[config.mk]
export PLATFORM = sky130hd
export DESIGN_NAME = asp_uart
export DESIGN_NICKNAME = d
export VERILOG_FILES = /design/src/hdl/asp_pkg.sv /design/src/hdl/asp_uart.sv
export VERILOG_INCLUDE_DIRS = /design/src /design/src/hdl
export SDC_FILE = /design/constraint.sdc
export NUM_CORES = 1
export LEC_CHECK = 0
export BUFFER_PORTS_ARGS = -buffer_cell sky130_fd_sc_hd__buf_2
export CAP_MARGIN = 5
export CORE_MARGIN = 5
export CORE_UTILIZATION = 40
export DETAILED_ROUTE_END_ITERATION = 7
export SYNTH_ARGS = -nofsm -noshare
export SYNTH_HDL_FRONTEND = slang
export SYNTH_SLANG_ARGS = --single-unit
[constraint.sdc]
create_clock -name CLOCK -period 2 [get_ports CLOCK]
set_input_delay 0.2 -clock CLOCK [delete_from_list [all_inputs] [get_ports CLOCK]]
set_output_delay 0.2 -clock CLOCK [all_outputs]
set_load 0.02 [all_outputs]
[src/hdl/asp_map.svh]
// What this block does
// - control bit 7 picks 8- or 9-bit frames
// - 8-bit frame: start, eight data LSB first, stop
// - 8-bit accept: data to buffer, stop to bit 2
// - data buffer write starts a new character
// - transmit done set at stop-bit start
// - receiver starts a frame only when enable bit 4 set
// - 8-bit accept needs done clear, filtered stop high
// - overrun keeps first byte, drops later bits
// - rejected frame changes neither buffer nor flags
// - interrupt request when either done flag set
// - 9-bit frame: start, eight data, ninth, stop
// - 9-bit transmit sends control bit 3 ninth
// - 9-bit accept: ninth to bit 2, stop ignored
// - 9-bit accept needs done clear, filtered ninth high
// - filter bit 5 gates flagging per mode
// - only software clears the done flags
// - bit rate is timer overflow rate halved
// - start edge reloads the receive bit timer
`ifndef ASP_MAP_SVH
`define ASP_MAP_SVH
`define ASP_CTRL_OFS 4'h0
`define ASP_DATA_OFS 4'h4
`define ASP_ADDR_W 4
`define ASP_BIT_MODE 7
`define ASP_BIT_FILT 5
`define ASP_BIT_REN 4
`define ASP_BIT_TB8 3
`define ASP_BIT_RB8 2
`define ASP_BIT_TXD 1
`define ASP_BIT_RXD 0
`define ASP_CTRL_RST 8'h00
`define ASP_DATA_RST 8'h00
`define ASP_LAST_8 4'h9
`define ASP_LAST_9 4'ha
`define ASP_RESP_OK 2'h0
`define ASP_RESP_ERR 2'h2
`endif

[src/hdl/asp_pkg.sv]
`default_nettype none
package asp_pkg;
  typedef enum logic [2:0] {TX_IDLE, TX_LOAD, TX_DATA, TX_NINTH, TX_STOP, TX_END}
    asp_tx_state_type;
  typedef enum logic [1:0] {RX_IDLE, RX_START, RX_BITS} asp_rx_state_type;
endpackage
`default_nettype wire

[src/hdl/asp_uart.sv]
`include "asp_map.svh"
`default_nettype none
module asp_uart import asp_pkg::*; #(
  parameter int DATA_W = 32
) (
  input wire logic CLOCK,
  input wire logic RST,
  input wire logic [`ASP_ADDR_W-1:0] AWADDR,
  input wire logic AWVALID,
  output logic AWREADY,
  input wire logic [DATA_W-1:0] WDATA,
  input wire logic [DATA_W/8-1:0] WSTRB,
  input wire logic WVALID,
  output logic WREADY,
  output logic [1:0] BRESP,
  output logic BVALID,
  input wire logic BREADY,
  input wire logic [`ASP_ADDR_W-1:0] ARADDR,
  input wire logic ARVALID,
  output logic ARREADY,
  output logic [DATA_W-1:0] RDATA,
  output logic [1:0] RRESP,
  output logic RVALID,
  input wire logic RREADY,
  input wire logic TIMER_OVF,
  input wire logic SERIAL_RX_LINE,
  output logic SERIAL_TX_LINE,
  output logic UART_IRQ
);

  if (DATA_W != 32) begin : g_chk
    $error("asp_uart serves a 32-bit data bus only");
  end

  // ----------------------------------------
  // decode helpers
  // ----------------------------------------
  function automatic logic [3:0] last_idx(input logic mode9);
    return mode9 ? `ASP_LAST_9 : `ASP_LAST_8;
  endfunction

  function automatic logic mapped(input logic [`ASP_ADDR_W-1:0] a);
    return (a == `ASP_CTRL_OFS) || (a == `ASP_DATA_OFS);
  endfunction

  // ----------------------------------------
  // state
  // ----------------------------------------
  logic mode_r, filt_r, ren_r, tb8_r, rb8_r, tx_done_r, rx_done_r;
  logic [7:0] rx_buf_r;
  logic aw_ready_r, w_ready_r, b_valid_r, ar_ready_r, r_valid_r;
  logic [`ASP_ADDR_W-1:0] aw_addr_r;
  logic [7:0] w_data_r;
  logic w_lane_r;
  logic [DATA_W-1:0] r_data_r;
  logic [1:0] b_resp_r, r_resp_r;
  logic tx_line_r, irq_r;
  asp_tx_state_type tx_st_r;
  logic [7:0] tx_sh_r;
  logic [2:0] tx_cnt_r;
  logic tx_tog_r;
  asp_rx_state_type rx_st_r;
  logic rx_q_r, rx_tog_r;
  logic [9:0] rx_sh_r;
  logic [3:0] rx_cnt_r;

  // ----------------------------------------
  // register bus slave
  // ----------------------------------------
  logic wr_go, wr_ctrl, wr_data;
  assign wr_go = !aw_ready_r && !w_ready_r && !b_valid_r;
  assign wr_ctrl = wr_go && w_lane_r && (aw_addr_r == `ASP_CTRL_OFS);
  assign wr_data = wr_go && w_lane_r && (aw_addr_r == `ASP_DATA_OFS);

  always_ff @(posedge CLOCK) begin
    if (RST) begin
      aw_ready_r <= 1'b1;
      w_ready_r <= 1'b1;
      b_valid_r <= 1'b0;
      b_resp_r <= `ASP_RESP_OK;
      aw_addr_r <= '0;
      w_data_r <= 8'h00;
      w_lane_r <= 1'b0;
    end else begin
      if (AWVALID && aw_ready_r) begin
        aw_ready_r <= 1'b0;
        aw_addr_r <= AWADDR;
      end
      if (WVALID && w_ready_r) begin
        w_ready_r <= 1'b0;
        w_data_r <= WDATA[7:0];
        w_lane_r <= WSTRB[0];
      end
      if (wr_go) begin
        b_valid_r <= 1'b1;
        b_resp_r <= mapped(aw_addr_r) ? `ASP_RESP_OK : `ASP_RESP_ERR;
      end
      if (b_valid_r && BREADY) begin
        b_valid_r <= 1'b0;
        aw_ready_r <= 1'b1;
        w_ready_r <= 1'b1;
      end
    end
  end

  always_ff @(posedge CLOCK) begin
    if (RST) begin
      ar_ready_r <= 1'b1;
      r_valid_r <= 1'b0;
      r_data_r <= '0;
      r_resp_r <= `ASP_RESP_OK;
    end else if (ARVALID && ar_ready_r) begin
      ar_ready_r <= 1'b0;
      r_valid_r <= 1'b1;
      r_resp_r <= mapped(ARADDR) ? `ASP_RESP_OK : `ASP_RESP_ERR;
      r_data_r <= '0;
      if (ARADDR == `ASP_CTRL_OFS) begin
        r_data_r[7:0] <= {mode_r, 1'b0, filt_r, ren_r, tb8_r, rb8_r, tx_done_r, rx_done_r};
      end else if (ARADDR == `ASP_DATA_OFS) begin
        r_data_r[7:0] <= rx_buf_r;
      end
    end else if (r_valid_r && RREADY) begin
      r_valid_r <= 1'b0;
      ar_ready_r <= 1'b1;
    end
  end

  // ----------------------------------------
  // control bits
  // ----------------------------------------
  always_ff @(posedge CLOCK) begin
    if (RST) begin
      {mode_r, filt_r, ren_r, tb8_r} <= 4'h0;
    end else if (wr_ctrl) begin
      mode_r <= w_data_r[`ASP_BIT_MODE];
      filt_r <= w_data_r[`ASP_BIT_FILT];
      ren_r <= w_data_r[`ASP_BIT_REN];
      tb8_r <= w_data_r[`ASP_BIT_TB8];
    end
  end

  // ----------------------------------------
  // bit timing
  // ----------------------------------------
  logic tx_bit, rx_samp, rx_start;
  assign tx_bit = TIMER_OVF && tx_tog_r;
  // first overflow after the reload lands mid start bit
  assign rx_samp = TIMER_OVF && !rx_tog_r;
  assign rx_start = (rx_st_r == RX_IDLE) && ren_r && rx_q_r && !SERIAL_RX_LINE;

  always_ff @(posedge CLOCK) begin
    if (RST) begin
      tx_tog_r <= 1'b0;
    end else if (TIMER_OVF) begin
      tx_tog_r <= !tx_tog_r;
    end
  end

  always_ff @(posedge CLOCK) begin
    if (RST) begin
      rx_tog_r <= 1'b0;
      rx_q_r <= 1'b1;
    end else begin
      rx_q_r <= SERIAL_RX_LINE;
      if (rx_start) begin
        rx_tog_r <= 1'b0;
      end else if (TIMER_OVF) begin
        rx_tog_r <= !rx_tog_r;
      end
    end
  end

  // ----------------------------------------
  // transmitter
  // ----------------------------------------
  always_ff @(posedge CLOCK) begin
    if (RST) begin
      tx_st_r <= TX_IDLE;
      tx_sh_r <= `ASP_DATA_RST;
      tx_cnt_r <= 3'h0;
      tx_line_r <= 1'b1;
    end else if (wr_data) begin
      // a write mid-frame restarts; the old character is cut short
      tx_st_r <= TX_LOAD;
      tx_sh_r <= w_data_r;
      tx_line_r <= 1'b1;
    end else if (tx_bit) begin
      unique case (tx_st_r)
        TX_IDLE: tx_line_r <= 1'b1;
        TX_LOAD: begin
          tx_line_r <= 1'b0;
          tx_cnt_r <= 3'h0;
          tx_st_r <= TX_DATA;
        end
        TX_DATA: begin
          tx_line_r <= tx_sh_r[0];
          tx_sh_r <= {1'b0, tx_sh_r[7:1]};
          tx_cnt_r <= tx_cnt_r + 3'h1;
          if (tx_cnt_r == 3'h7) begin
            tx_st_r <= mode_r ? TX_NINTH : TX_STOP;
          end
        end
        TX_NINTH: begin
          tx_line_r <= tb8_r;
          tx_st_r <= TX_STOP;
        end
        TX_STOP: begin
          tx_line_r <= 1'b1;
          tx_st_r <= TX_END;
        end
        TX_END: tx_st_r <= TX_IDLE;
      endcase
    end
  end

  // ----------------------------------------
  // receiver
  // ----------------------------------------
  logic rx_fin, rx_ok, nin_bit;
  logic [7:0] rx_byte;
  assign rx_fin = (rx_st_r == RX_BITS) && rx_samp && (rx_cnt_r == last_idx(mode_r));
  assign rx_byte = mode_r ? rx_sh_r[8:1] : rx_sh_r[9:2];
  // in 8-bit frames the stop bit takes the ninth slot
  assign nin_bit = mode_r ? rx_sh_r[9] : SERIAL_RX_LINE;
  assign rx_ok = !rx_done_r && (!filt_r || nin_bit);

  always_ff @(posedge CLOCK) begin
    if (RST) begin
      rx_st_r <= RX_IDLE;
      rx_sh_r <= 10'h000;
      rx_cnt_r <= 4'h0;
    end else begin
      unique case (rx_st_r)
        RX_IDLE: if (rx_start) rx_st_r <= RX_START;
        RX_START: if (rx_samp) begin
          // a glitch shorter than half a bit is dropped
          rx_st_r <= SERIAL_RX_LINE ? RX_IDLE : RX_BITS;
          rx_cnt_r <= 4'h1;
        end
        RX_BITS: if (rx_samp) begin
          rx_sh_r <= {SERIAL_RX_LINE, rx_sh_r[9:1]};
          rx_cnt_r <= rx_cnt_r + 4'h1;
          if (rx_fin) rx_st_r <= RX_IDLE;
        end
      endcase
    end
  end

  // ----------------------------------------
  // receive buffer and flags
  // ----------------------------------------
  logic tx_set, rx_set;
  assign tx_set = tx_bit && (tx_st_r == TX_STOP) && !wr_data;
  assign rx_set = rx_fin && rx_ok;

  always_ff @(posedge CLOCK) begin
    if (RST) begin
      rx_buf_r <= `ASP_DATA_RST;
      rb8_r <= 1'b0;
    end else if (rx_set) begin
      rx_buf_r <= rx_byte;
      rb8_r <= nin_bit;
    end else if (wr_ctrl) begin
      rb8_r <= w_data_r[`ASP_BIT_RB8];
    end
  end

  always_ff @(posedge CLOCK) begin
    if (RST) begin
      tx_done_r <= 1'b0;
      rx_done_r <= 1'b0;
      irq_r <= 1'b0;
    end else begin
      // hardware set wins over a same-cycle software clear
      tx_done_r <= tx_set || (wr_ctrl ? w_data_r[`ASP_BIT_TXD] : tx_done_r);
      rx_done_r <= rx_set || (wr_ctrl ? w_data_r[`ASP_BIT_RXD] : rx_done_r);
      irq_r <= tx_done_r || rx_done_r;
    end
  end

  assign AWREADY = aw_ready_r;
  assign WREADY = w_ready_r;
  assign BVALID = b_valid_r;
  assign BRESP = b_resp_r;
  assign ARREADY = ar_ready_r;
  assign RVALID = r_valid_r;
  assign RDATA = r_data_r;
  assign RRESP = r_resp_r;
  assign SERIAL_TX_LINE = tx_line_r;
  assign UART_IRQ = irq_r;

  // helper: overflows seen since the last transmit tick
  logic [1:0] ovf_gap_r;
  always_ff @(posedge CLOCK) begin
    if (RST) begin
      ovf_gap_r <= 2'h0;
    end else if (tx_bit) begin
      ovf_gap_r <= 2'h0;
    end else if (TIMER_OVF) begin
      ovf_gap_r <= ovf_gap_r + 2'h1;
    end
  end
endmodule
`default_nettype wire

==> reports/qor.log, run 1 <==
INFO  clocking       numCtsBuffers=9
INFO  cells_and_area fill_cells=885
INFO  pwr            p_per_area=762.3mW/mm^2
INFO  sta            layout_worst_path_cycle_share=95.90%
INFO  min_path       min_path_type=in -> reg
INFO  pwr            static_leak=1.610nW
INFO  floorplanning  core=0.008763sqmm
INFO  floorplanning  die_outline_height=105.1um
INFO  pwr            post-layout-total-power=3.099mW
INFO  sta            fin_skew=3.958ps
INFO  clocking       post_cts_hold_buffer_count=0
INFO  sta            grt_setup_unrepaired=yes
INFO  floorplanning  start_util=41.29%
INFO  clocking       clkSlewWorstSetupHoldPaths=80ps
INFO  synth          avgSynthCellArea=8.494squm
INFO  pwr            p_sw_share=24.51%
INFO  synth          post_synth_design_cell_area=0.003618sqmm
INFO  floorplanning  die_width=105.1um
INFO  global_routing antenna_found_initial=0
INFO  synth          synth_top_flop_cell=sky130_fd_sc_hd__dfxtp_1
INFO  floorplanning  die_area=0.01105sqmm
INFO  sta            timing.final.hold_violations=0
INFO  sta            slew_viol_final=0
INFO  synth          async_flop_share=0%
INFO  cells_and_area flow.area_growth_from_synthesis=12.34%
INFO  clocking       cts_setup_buffers=0
INFO  pwr            p_sw=0.7594mW
INFO  pwr            max-vdd-ir-drop=0.0003779V
INFO  sta            timing.final.setup_violations=0
INFO  global_routing via_count_of_the_first_global_routing_pass=2707
INFO  sta            worst_slew_pin_slew=548.7ps
INFO  outcome        status=completed
INFO  pwr            clock_share_of_power=39.5%
INFO  setup_path     required_time_of_the_worst_setup_path=2220ps
INFO  synth          yosysWarnings=0
INFO  global_routing overflow=0
INFO  setup_path     critPathKind=reg -> reg
INFO  synth          yosys_register_bits=77
INFO  synth          synth-edff-count=0
INFO  routing        wire_length_per_cell=13.16um
INFO  routing        antenna_left=0
INFO  placement      place_congestion=0.7893
INFO  placement      port_buffers=42
INFO  pwr            power.combinational.fraction=8.9%
INFO  routing        routed_wl=7619um
INFO  sta            max_slew_margin=63.33%
INFO  pwr            seq_power_share=51.5%
INFO  pwr            intPower=2.339mW
INFO  floorplanning  core.rowCount=34
INFO  clocking       clock_latency=340ps
INFO  synth          post_synth_inst_count=426
INFO  synth          synth-seq-area-share=42.60%
INFO  global_routing grt_start_max_net_pins=33
INFO  routing        drt_drc_violations_left=0
INFO  synth          synth_cell_types=55
INFO  routing        drt_iter0_markers=146
INFO  setup_path     cp-start-kind=flop
INFO  cells_and_area num-nets-final=525
INFO  clocking       cts.htree.levels=3
INFO  routing        detailroute.via_count=2979
INFO  cells_and_area most-common-layout-cells=sky130_fd_sc_hd__dfxtp_1, sky130_fd_sc_hd__nand2_1, sky130_fd_sc_hd__a21oi_1
INFO  cells_and_area final_core_density=46.39%
INFO  routing        detail_route.vias_per_cell=5.145
INFO  flow_run       timing.max_cap.violations=0
INFO  global_routing total_track_usage=13.74%
INFO  setup_path     crit_path_max_fanout=5
INFO  cells_and_area drive_above_1_share=17.41%
INFO  floorplanning  io_pins=96
INFO  sta            max_freq=0.5214GHz
INFO  setup_path     arrival=2140ps
INFO  clocking       cts.sink_count=77
INFO  clocking       cts_max_path_buffers=2
INFO  clocking       cts-root-buf=sky130_fd_sc_hd__clkbuf_8
INFO  placement      dp_hpwl=5551um
INFO  clocking       tritoncts=built
INFO  sta            post-route-min-period=1918ps
INFO  cells_and_area antenna_cells=0
INFO  routing        first_pass_iters=5
INFO  global_routing grt_pass1_wl=12630um
INFO  setup_path     setup.worst_path.end_class=flop
INFO  cells_and_area most_common_library_cell_in_the_layout_ignoring_fill_and_taps=sky130_fd_sc_hd__dfxtp_1
-- routing by layer --
layer / vias up / global-route usage (%) / part of all wire [%]
met3: 15 / 2.404 / 3.6
met2: 62 / 21.27 / 45
met5: - / 0 / 0
met4: 0 / 6.849 / 2.3
met1: 1378 / 18.40 / 49
li1: 1524 / - / -
-- stage by stage --
step | TNS (ps) | hold WS, ps | cells | cell area [sq um] | setup WS [ps]
after global placement | 0 | 445.1 | 563 | 3842 | 74.05
final | 0 | 101.3 | 579 | 4065 | 82.04
after CTS | 0 | 85.58 | 579 | 4054 | 52.55
after global routing | -251.9 | 92.08 | 579 | 4065 | -102.8
after detailed placement | 0 | 452.1 | 563 | 3842 | 65.74
after floorplan | 0 | 300.4 | 451 | 3712 | 73.85
-- repair_timing --
item | CTS | global route
endpoints found under the setup margin | 0 | 5
hold endpoints to repair | 0 | 0
gates resized for setup | 0 | 5
-- area by class of cell --
class / count / area [sq um] / area share (%)
clock buffer: 13 / 168.9 / 4.155
clock inverter: 3 / 42.54 / 1.046
inverter: 10 / 37.54 / 0.9234
multi-input combinational: 313 / 1832 / 45.06
sequential: 77 / 1541 / 37.92
tap: 108 / 135.1 / 3.324
timing repair buffer: 55 / 307.8 / 7.572
-- power by group through the flow --
stage	clock network [mW]	registers [mW]	logic (mW)
floorplan	0	1.64	0.221
global placement	0	1.63	0.272
CTS	1.27	1.60	0.277
finish	1.23	1.60	0.277
detailed placement	0	1.63	0.276
global route	1.32	1.60	0.307
-- cells by family after synthesis --
logic type / share of synthesized area (%)
AOI/OAI and AO/OA: 17.91
xor gates and xnor gates: 0.4842
adders and majority gates: 2.075
buffers and inverters: 9.681
DFF: 42.60
muxes: 5.809
other: 0.1036
and+or+nand+nor: 21.34
-- state kept, by name, indices dropped and copies added, names as in the netlist, 2 cells and up --
name / cells
rx_st_r: 2
rx_buf_r: 8
rx_cnt_r: 4
rx_sh_r: 9
aw_addr_r: 4
RDATA: 8
tx_cnt_r: 3
w_data_r: 8
tx_sh_r: 8
tx_st_r: 3
-- path summary, 6_finish.rpt --
path                                   from           to  slack [ps]  cells after the start
worst max-delay path            rx_cnt_r[1]  rx_buf_r[7]          80                      4
worst min-delay path               WSTRB[0]     w_lane_r         100                      3
worst max register to register  rx_cnt_r[1]  rx_buf_r[7]          80                      4
worst min register to register     w_lane_r     w_lane_r         460                      2
-- cells in the mapped netlist, drive strengths merged, types with 2 or more instances --
library cell  count  area share, %
a41oi             2           0.48
nand2            64            6.6
nor2b             2           0.35
or2               2           0.35
inv              10            1.0
a311oi           12            3.1
nor2             33            3.4
or4b              3           0.93
and2              7            1.2
ha                6            2.1
nand3            16            2.2
or3b              2           0.55
o21ai             7           0.97
o211ai            4           0.83
nor3             15            2.1
nand3b            4           0.83
a2111oi           4            1.5
a21oi            52            7.3
dfxtp            77             43
mux2i            21            5.8
or3               2           0.35
nand2b            6            1.0
buf              33            6.7
a32oi             2           0.48
clkbuf           18            1.9
a211oi            5            1.2
-- critical path, cell delays in order (launching register included) --
cell	delay, ps
sky130_fd_sc_hd__dfxtp_1	350
sky130_fd_sc_hd__or3b_4	420
sky130_fd_sc_hd__a2111o_1	500
sky130_fd_sc_hd__a2111oi_1	450
sky130_fd_sc_hd__nor3_1	70
Note: power is estimated with default switching activity, not from simulation.
==> run 2, diff against run 1 <==
Settings changed: PLACE_DENSITY set to 0.7.
==> run 2 against run 1 <==
Against the previous run: utilization is 0.40 points lower; clock power down 14%; first-iteration DRC count rose by 18%; via count fell by 0.94%; clock skew grew 7.1 ps; sequential share of layout area increased by 0.33 points; sequential cell count stayed put; fmax is 2.2% lower; critical path depth up 2; critical endpoint unchanged; highest routed layer unchanged.
==> reports/qor.log, run 2 (synthesized netlist as in run 1, its figures left out) <==
INFO  pwr            max-vdd-ir-drop=0.0002840V
INFO  sta            post-route-min-period=1962ps
INFO  global_routing grt_pass1_wl=12700um
INFO  setup_path     critPathKind=reg -> reg
INFO  clocking       tritoncts=built
INFO  clocking       cts.sink_count=77
INFO  sta            fin_skew=11.10ps
INFO  sta            worst_slew_pin_slew=567.7ps
INFO  clocking       post_cts_hold_buffer_count=0
INFO  setup_path     arrival=2190ps
INFO  global_routing via_count_of_the_first_global_routing_pass=2715
INFO  placement      dp_hpwl=5370um
INFO  routing        wire_length_per_cell=13.07um
INFO  cells_and_area register_containing_the_most_flip_flops_in_the_final_layout=rx_sh_r
INFO  routing        drt_iter0_markers=172
INFO  placement      place_congestion=0.8591
INFO  sta            setup_slack=38.13ps
INFO  floorplanning  start_util=41.29%
INFO  routing        detailroute.via_count=2951
INFO  sta            max_slew_margin=62.06%
INFO  clocking       cts.htree.levels=3
INFO  routing        detail_route.vias_per_cell=5.106
INFO  floorplanning  die_width=105.1um
INFO  pwr            p_per_area=729.3mW/mm^2
INFO  placement      port_buffers=42
INFO  cells_and_area largest_register_ff_count=9
INFO  global_routing antenna_found_initial=0
INFO  clocking       cts_max_path_buffers=2
INFO  routing        antenna_left=0
INFO  sta            slew_viol_final=0
INFO  setup_path     required_time_of_the_worst_setup_path=2230ps
INFO  routing        first_pass_iters=4
INFO  floorplanning  io_pins=96
INFO  floorplanning  die_area=0.01105sqmm
INFO  sta            timing.final.hold_violations=0
INFO  routing        drt_drc_violations_left=0
INFO  pwr            static_leak=1.586nW
INFO  sta            layout_worst_path_cycle_share=98.09%
INFO  sta            max_freq=0.5097GHz
INFO  sta            grt_setup_unrepaired=yes
INFO  global_routing total_track_usage=13.74%
INFO  cells_and_area most-common-layout-cells=sky130_fd_sc_hd__dfxtp_1, sky130_fd_sc_hd__nand2_1, sky130_fd_sc_hd__a21oi_1
INFO  cells_and_area flow.area_growth_from_synthesis=11.38%
INFO  setup_path     slowest_library_cell_on_the_worst_path=sky130_fd_sc_hd__a2111o_1
INFO  clocking       numCtsBuffers=9
INFO  min_path       min_path_type=in -> reg
INFO  setup_path     list_of_cells_traversed_by_the_critical_path=inv_1 > ha_1 > nand3b_1 > a2111o_1 > a2111oi_1 > nor3_1
INFO  global_routing overflow=0
INFO  flow_run       timing.max_cap.violations=0
INFO  cells_and_area num-nets-final=524
INFO  floorplanning  core=0.008763sqmm
INFO  placement      minimum_setup_slack_after_placement=47.05ps
INFO  outcome        status=completed
INFO  clocking       clkSlewWorstSetupHoldPaths=80ps
INFO  sta            timing.final.setup_violations=0
INFO  floorplanning  die_outline_height=105.1um
INFO  global_routing grt_start_max_net_pins=57
INFO  setup_path     crit_path_max_fanout=4
INFO  floorplanning  core.rowCount=34
INFO  clocking       clock_latency=350ps
INFO  sta            hold-worst-slack=88.37ps
INFO  setup_path     cp-start-kind=flop
INFO  clocking       cts-root-buf=sky130_fd_sc_hd__clkbuf_8
INFO  cells_and_area drive_above_1_share=17.02%
INFO  cells_and_area antenna_cells=0
INFO  setup_path     setup.worst_path.end_class=flop
INFO  cells_and_area most_common_library_cell_in_the_layout_ignoring_fill_and_taps=sky130_fd_sc_hd__dfxtp_1
INFO  routing        routed_wl=7556um
INFO  setup_path     cp_slowest_stage_delay=500ps
## run 2: cell types whose count changed in the layout (fill, tap and decap cells not counted), sizes merged
cell / previous run / this run
buf: 55 / 54
bufinv: 1 / 0
clkbuf: 13 / 11
clkinv: 1 / 2
clkinvlp: 1 / 3
## run 2: path summary, 6_finish.rpt
kind | startpoint | end | slack [ps] | depth (start not counted)
worst min register to register | rx_sh_r[1] | rx_sh_r[1] | 460 | 2
worst max register to register | rx_st_r[0] | rx_buf_r[7] | 40 | 6
worst min-delay path | BREADY | WREADY | 90 | 3
worst max-delay path | rx_st_r[0] | rx_buf_r[7] | 40 | 6
## run 2: critical path: cells and delay by family, from the launching register on
| family | cells | cell delay [ps] |
|---|---|---|
| flops | 1 | 320 |
| compound gates | 2 | 970 |
| buf+inv | 1 | 100 |
| simple gates | 2 | 260 |
| fa+ha+maj | 1 | 190 |
## run 2: routing by layer
layer | global-route usage [%] | wire (um) | part of all wire [%] | up-vias
met5 | 0 | 0 | 0 | -
met4 | 7.032 | 147 | 1.9 | 0
met3 | 2.404 | 281 | 3.7 | 12
met2 | 21.00 | 3417 | 45 | 57
met1 | 18.53 | 3709 | 49 | 1358
li1 | - | - | - | 1524
## run 2: area by class of cell
class,count,area (sq um)
timing repair buffer,54,312.8
clock buffer,11,141.4
tap,108,135.1
multi-input combinational,313,1826
inverter,10,37.54
clock inverter,5,36.28
fill,865,4733
sequential,77,1541
## run 2: stage by stage
stage | setup TNS [ps] | power [mW] | instance area (sq um) | util (%) | instances
global route | -129.2 | 3.073 | 4030 | 45.99 | 578
CTS | 0 | 2.964 | 4025 | 45.93 | 578
detailed placement | 0 | 1.910 | 3847 | 43.90 | 562
finish | 0 | 2.939 | 4030 | 45.99 | 578
global placement | 0 | 1.902 | 3847 | 43.90 | 562
floorplan | 0 | 1.864 | 3712 | - | 451
## run 2: what timing repair did
action	4_1_cts	5_1_grt
buffers inserted	0	0
endpoints found under the setup margin	0	3
endpoints found under the hold margin	0	0
resized for setup	0	3
## run 2: power breakdown
| part | switching (mW) | total (mW) | leakage, nW | internal, mW |
|---|---|---|---|---|
| Clock | 0.579 | 1.06 | 0.0815 | 0.484 |
| Combinational | 0.187 | 0.280 | 0.879 | 0.0937 |
| Sequential | 0.0268 | 1.60 | 0.625 | 1.57 |
==> run 3, diff against run 2 <==
Settings changed: MAX_ROUTING_LAYER set to met4.
==> run 3 against run 2 <==
Against the previous run: critical path depth unchanged; sequential share of layout area unchanged; fmax up 0.65%; final cell count unchanged; clock power about the same; clock skew about the same; utilization unchanged.
==> reports/qor.log, run 3 (synthesized netlist as in run 1, its figures left out) <==
INFO  sta            timing.final.hold_violations=0
INFO  cells_and_area antenna_cells=0
INFO  min_path       worst_min_path_start=BREADY
INFO  global_routing global_route.usage.met2=20.95%
INFO  pwr            static_leak=1.586nW
INFO  pwr            power.combinational.fraction=9.5%
INFO  min_path       min_path_type=in -> reg
INFO  floorplanning  die_area=0.01105sqmm
INFO  clocking       clkSlewWorstSetupHoldPaths=80ps
INFO  floorplanning  die_outline_height=105.1um
INFO  clocking       cts.sink_count=77
INFO  global_routing via_count_of_the_first_global_routing_pass=2723
INFO  outcome        status=completed
INFO  routing        first_pass_iters=5
INFO  pwr            clock_share_of_power=36.1%
INFO  setup_path     setup.worst_path.end_class=flop
INFO  global_routing overflow=0
INFO  cells_and_area largest_register_ff_count=9
INFO  clocking       numCtsBuffers=9
INFO  pwr            p_per_area=729.1mW/mm^2
INFO  setup_path     crit-reg2reg-capture=rx_buf_r[7]
INFO  routing        detail_route.vias_per_cell=5.123
INFO  min_path       hold_end=WREADY
INFO  placement      post-place-cells=562
INFO  clocking       cts-root-buf=sky130_fd_sc_hd__clkbuf_8
INFO  global_routing met3_usage_grt=2.404%
INFO  sta            grt_setup_unrepaired=yes
INFO  global_routing grt_pass1_wl=12700um
INFO  setup_path     r2r_setup_slack=50ps
INFO  min_path       hold_depth=3
INFO  global_routing groute.layer.met1.usage=18.53%
INFO  sta            max_slew_margin=61.87%
INFO  routing        drt_iter0_markers=176
INFO  sta            hold-worst-slack=88.19ps
INFO  cells_and_area num-nets-final=524
INFO  cells_and_area layout.cells.non_filler=578
INFO  clocking       clock_latency=350ps
INFO  cells_and_area most-common-layout-cells=sky130_fd_sc_hd__dfxtp_1, sky130_fd_sc_hd__nand2_1, sky130_fd_sc_hd__a21oi_1
INFO  placement      dp_hpwl=5370um
INFO  sta            layout_worst_path_cycle_share=97.46%
INFO  clocking       cts.htree.levels=3
INFO  pwr            p_sw_share=26.93%
INFO  clocking       cts_setup_buffers=0
INFO  sta            fin_tns_setup=0ps
INFO  setup_path     crit_path_max_fanout=4
INFO  pwr            seq_power_share=54.3%
INFO  cells_and_area register_containing_the_most_flip_flops_in_the_final_layout=rx_sh_r
INFO  sta            post-route-min-period=1949ps
INFO  setup_path     r2r_cells=6
INFO  placement      place_congestion=0.8728
INFO  global_routing total_track_usage=14.13%
INFO  global_routing top_usage_layer=met2
INFO  placement      port_buffers=42
INFO  setup_path     cp-start-kind=flop
INFO  cells_and_area final_core_density=45.99%
INFO  floorplanning  io_pins=96
INFO  setup_path     regToRegStartpoint=rx_st_r[0]
INFO  global_routing antenna_found_initial=0
INFO  cells_and_area most_common_library_cell_in_the_layout_ignoring_fill_and_taps=sky130_fd_sc_hd__dfxtp_1
INFO  pwr            max-vdd-ir-drop=0.0002841V
INFO  sta            max_freq=0.5131GHz
INFO  flow_run       timing.max_cap.violations=0
INFO  pwr            intPower=2.147mW
INFO  setup_path     required_time_of_the_worst_setup_path=2230ps
INFO  placement      minimum_setup_slack_after_placement=47.05ps
INFO  cells_and_area drive_above_1_share=17.02%
INFO  routing        wire_length_per_cell=13.02um
INFO  pwr            p_sw=0.7913mW
INFO  sta            setup_slack=50.88ps
INFO  clocking       cts_max_path_buffers=2
INFO  routing        drt_drc_violations_left=0
INFO  cells_and_area flow.area_growth_from_synthesis=11.38%
INFO  floorplanning  core=0.008763sqmm
INFO  routing        antenna_left=0
INFO  clocking       tritoncts=built
INFO  setup_path     critPathKind=reg -> reg
INFO  floorplanning  die_width=105.1um
INFO  routing        detailroute.via_count=2961
INFO  sta            timing.final.setup_violations=0
INFO  floorplanning  start_util=41.29%
INFO  sta            fin_skew=10.64ps
INFO  global_routing grt_start_max_net_pins=57
INFO  floorplanning  core.rowCount=34
INFO  setup_path     arrival=2180ps
INFO  sta            worst_slew_pin_slew=570.5ps
INFO  sta            slew_viol_final=0
INFO  routing        routed_wl=7524um
## run 3: cell counts in the layout (fill, tap and decap cells not counted)
Identical to the previous run, type by type.
## run 3: metrics by stage
step                cell area, sq um  power (mW)
floorplan                       3712       1.864
global placement                3847       1.902
detailed placement              3847       1.910
CTS                             4025       2.964
global route                    4030       3.073
finish                          4030       2.939
## run 3: worst max path at each step
stage               slack [ps]          end  cells past startpoint   startpoint
floorplan                   70        rb8_r                      6      AWREADY
global placement           110  rx_buf_r[3]                      4  rx_cnt_r[1]
detailed placement          50  rx_buf_r[7]                      6   rx_st_r[0]
CTS                         20  rx_buf_r[7]                      6   rx_st_r[0]
global route               -70  rx_buf_r[3]                      6   rx_st_r[0]
finish                      50  rx_buf_r[7]                      6   rx_st_r[0]
## run 3: repair_timing
action,4_1_cts,5_1_grt
setup endpoints to repair,0,3
hold endpoints to repair,0,0
hold buffers,0,0
resized for setup,0,3
## run 3: final cells by class
class,instances,area [sq um]
repair buffers,54,312.8
multi-input cells,313,1826
well taps,108,135.1
clock inverters,5,36.28
flip-flops and latches,77,1541
clock buffers,11,141.4
fillers,865,4733
inverters,10,37.54
## run 3: worst max-delay path, stage by stage, from the launching register on
cell	delay [ps]
sky130_fd_sc_hd__dfxtp_1	320
sky130_fd_sc_hd__inv_1	100
sky130_fd_sc_hd__ha_1	190
sky130_fd_sc_hd__nand3b_1	180
sky130_fd_sc_hd__a2111o_1	500
sky130_fd_sc_hd__a2111oi_1	470
sky130_fd_sc_hd__nor3_1	80
## run 3: per-layer routing
layer  share of wire, %  routed length (um)
met5                  0                   0
met4                2.2                 168
met3                4.0                 299
met2                 45                3356
met1                 49                3699
## run 3: power groups by stage
stage	registers, mW	clock network (mW)	logic, mW
6_report	1.60	1.06	0.280
5_1_grt	1.60	1.16	0.310
4_1_cts	1.60	1.09	0.279
3_5_place_dp	1.63	0	0.278
3_3_place_gp	1.63	0	0.272
2_1_floorplan	1.64	0	0.221
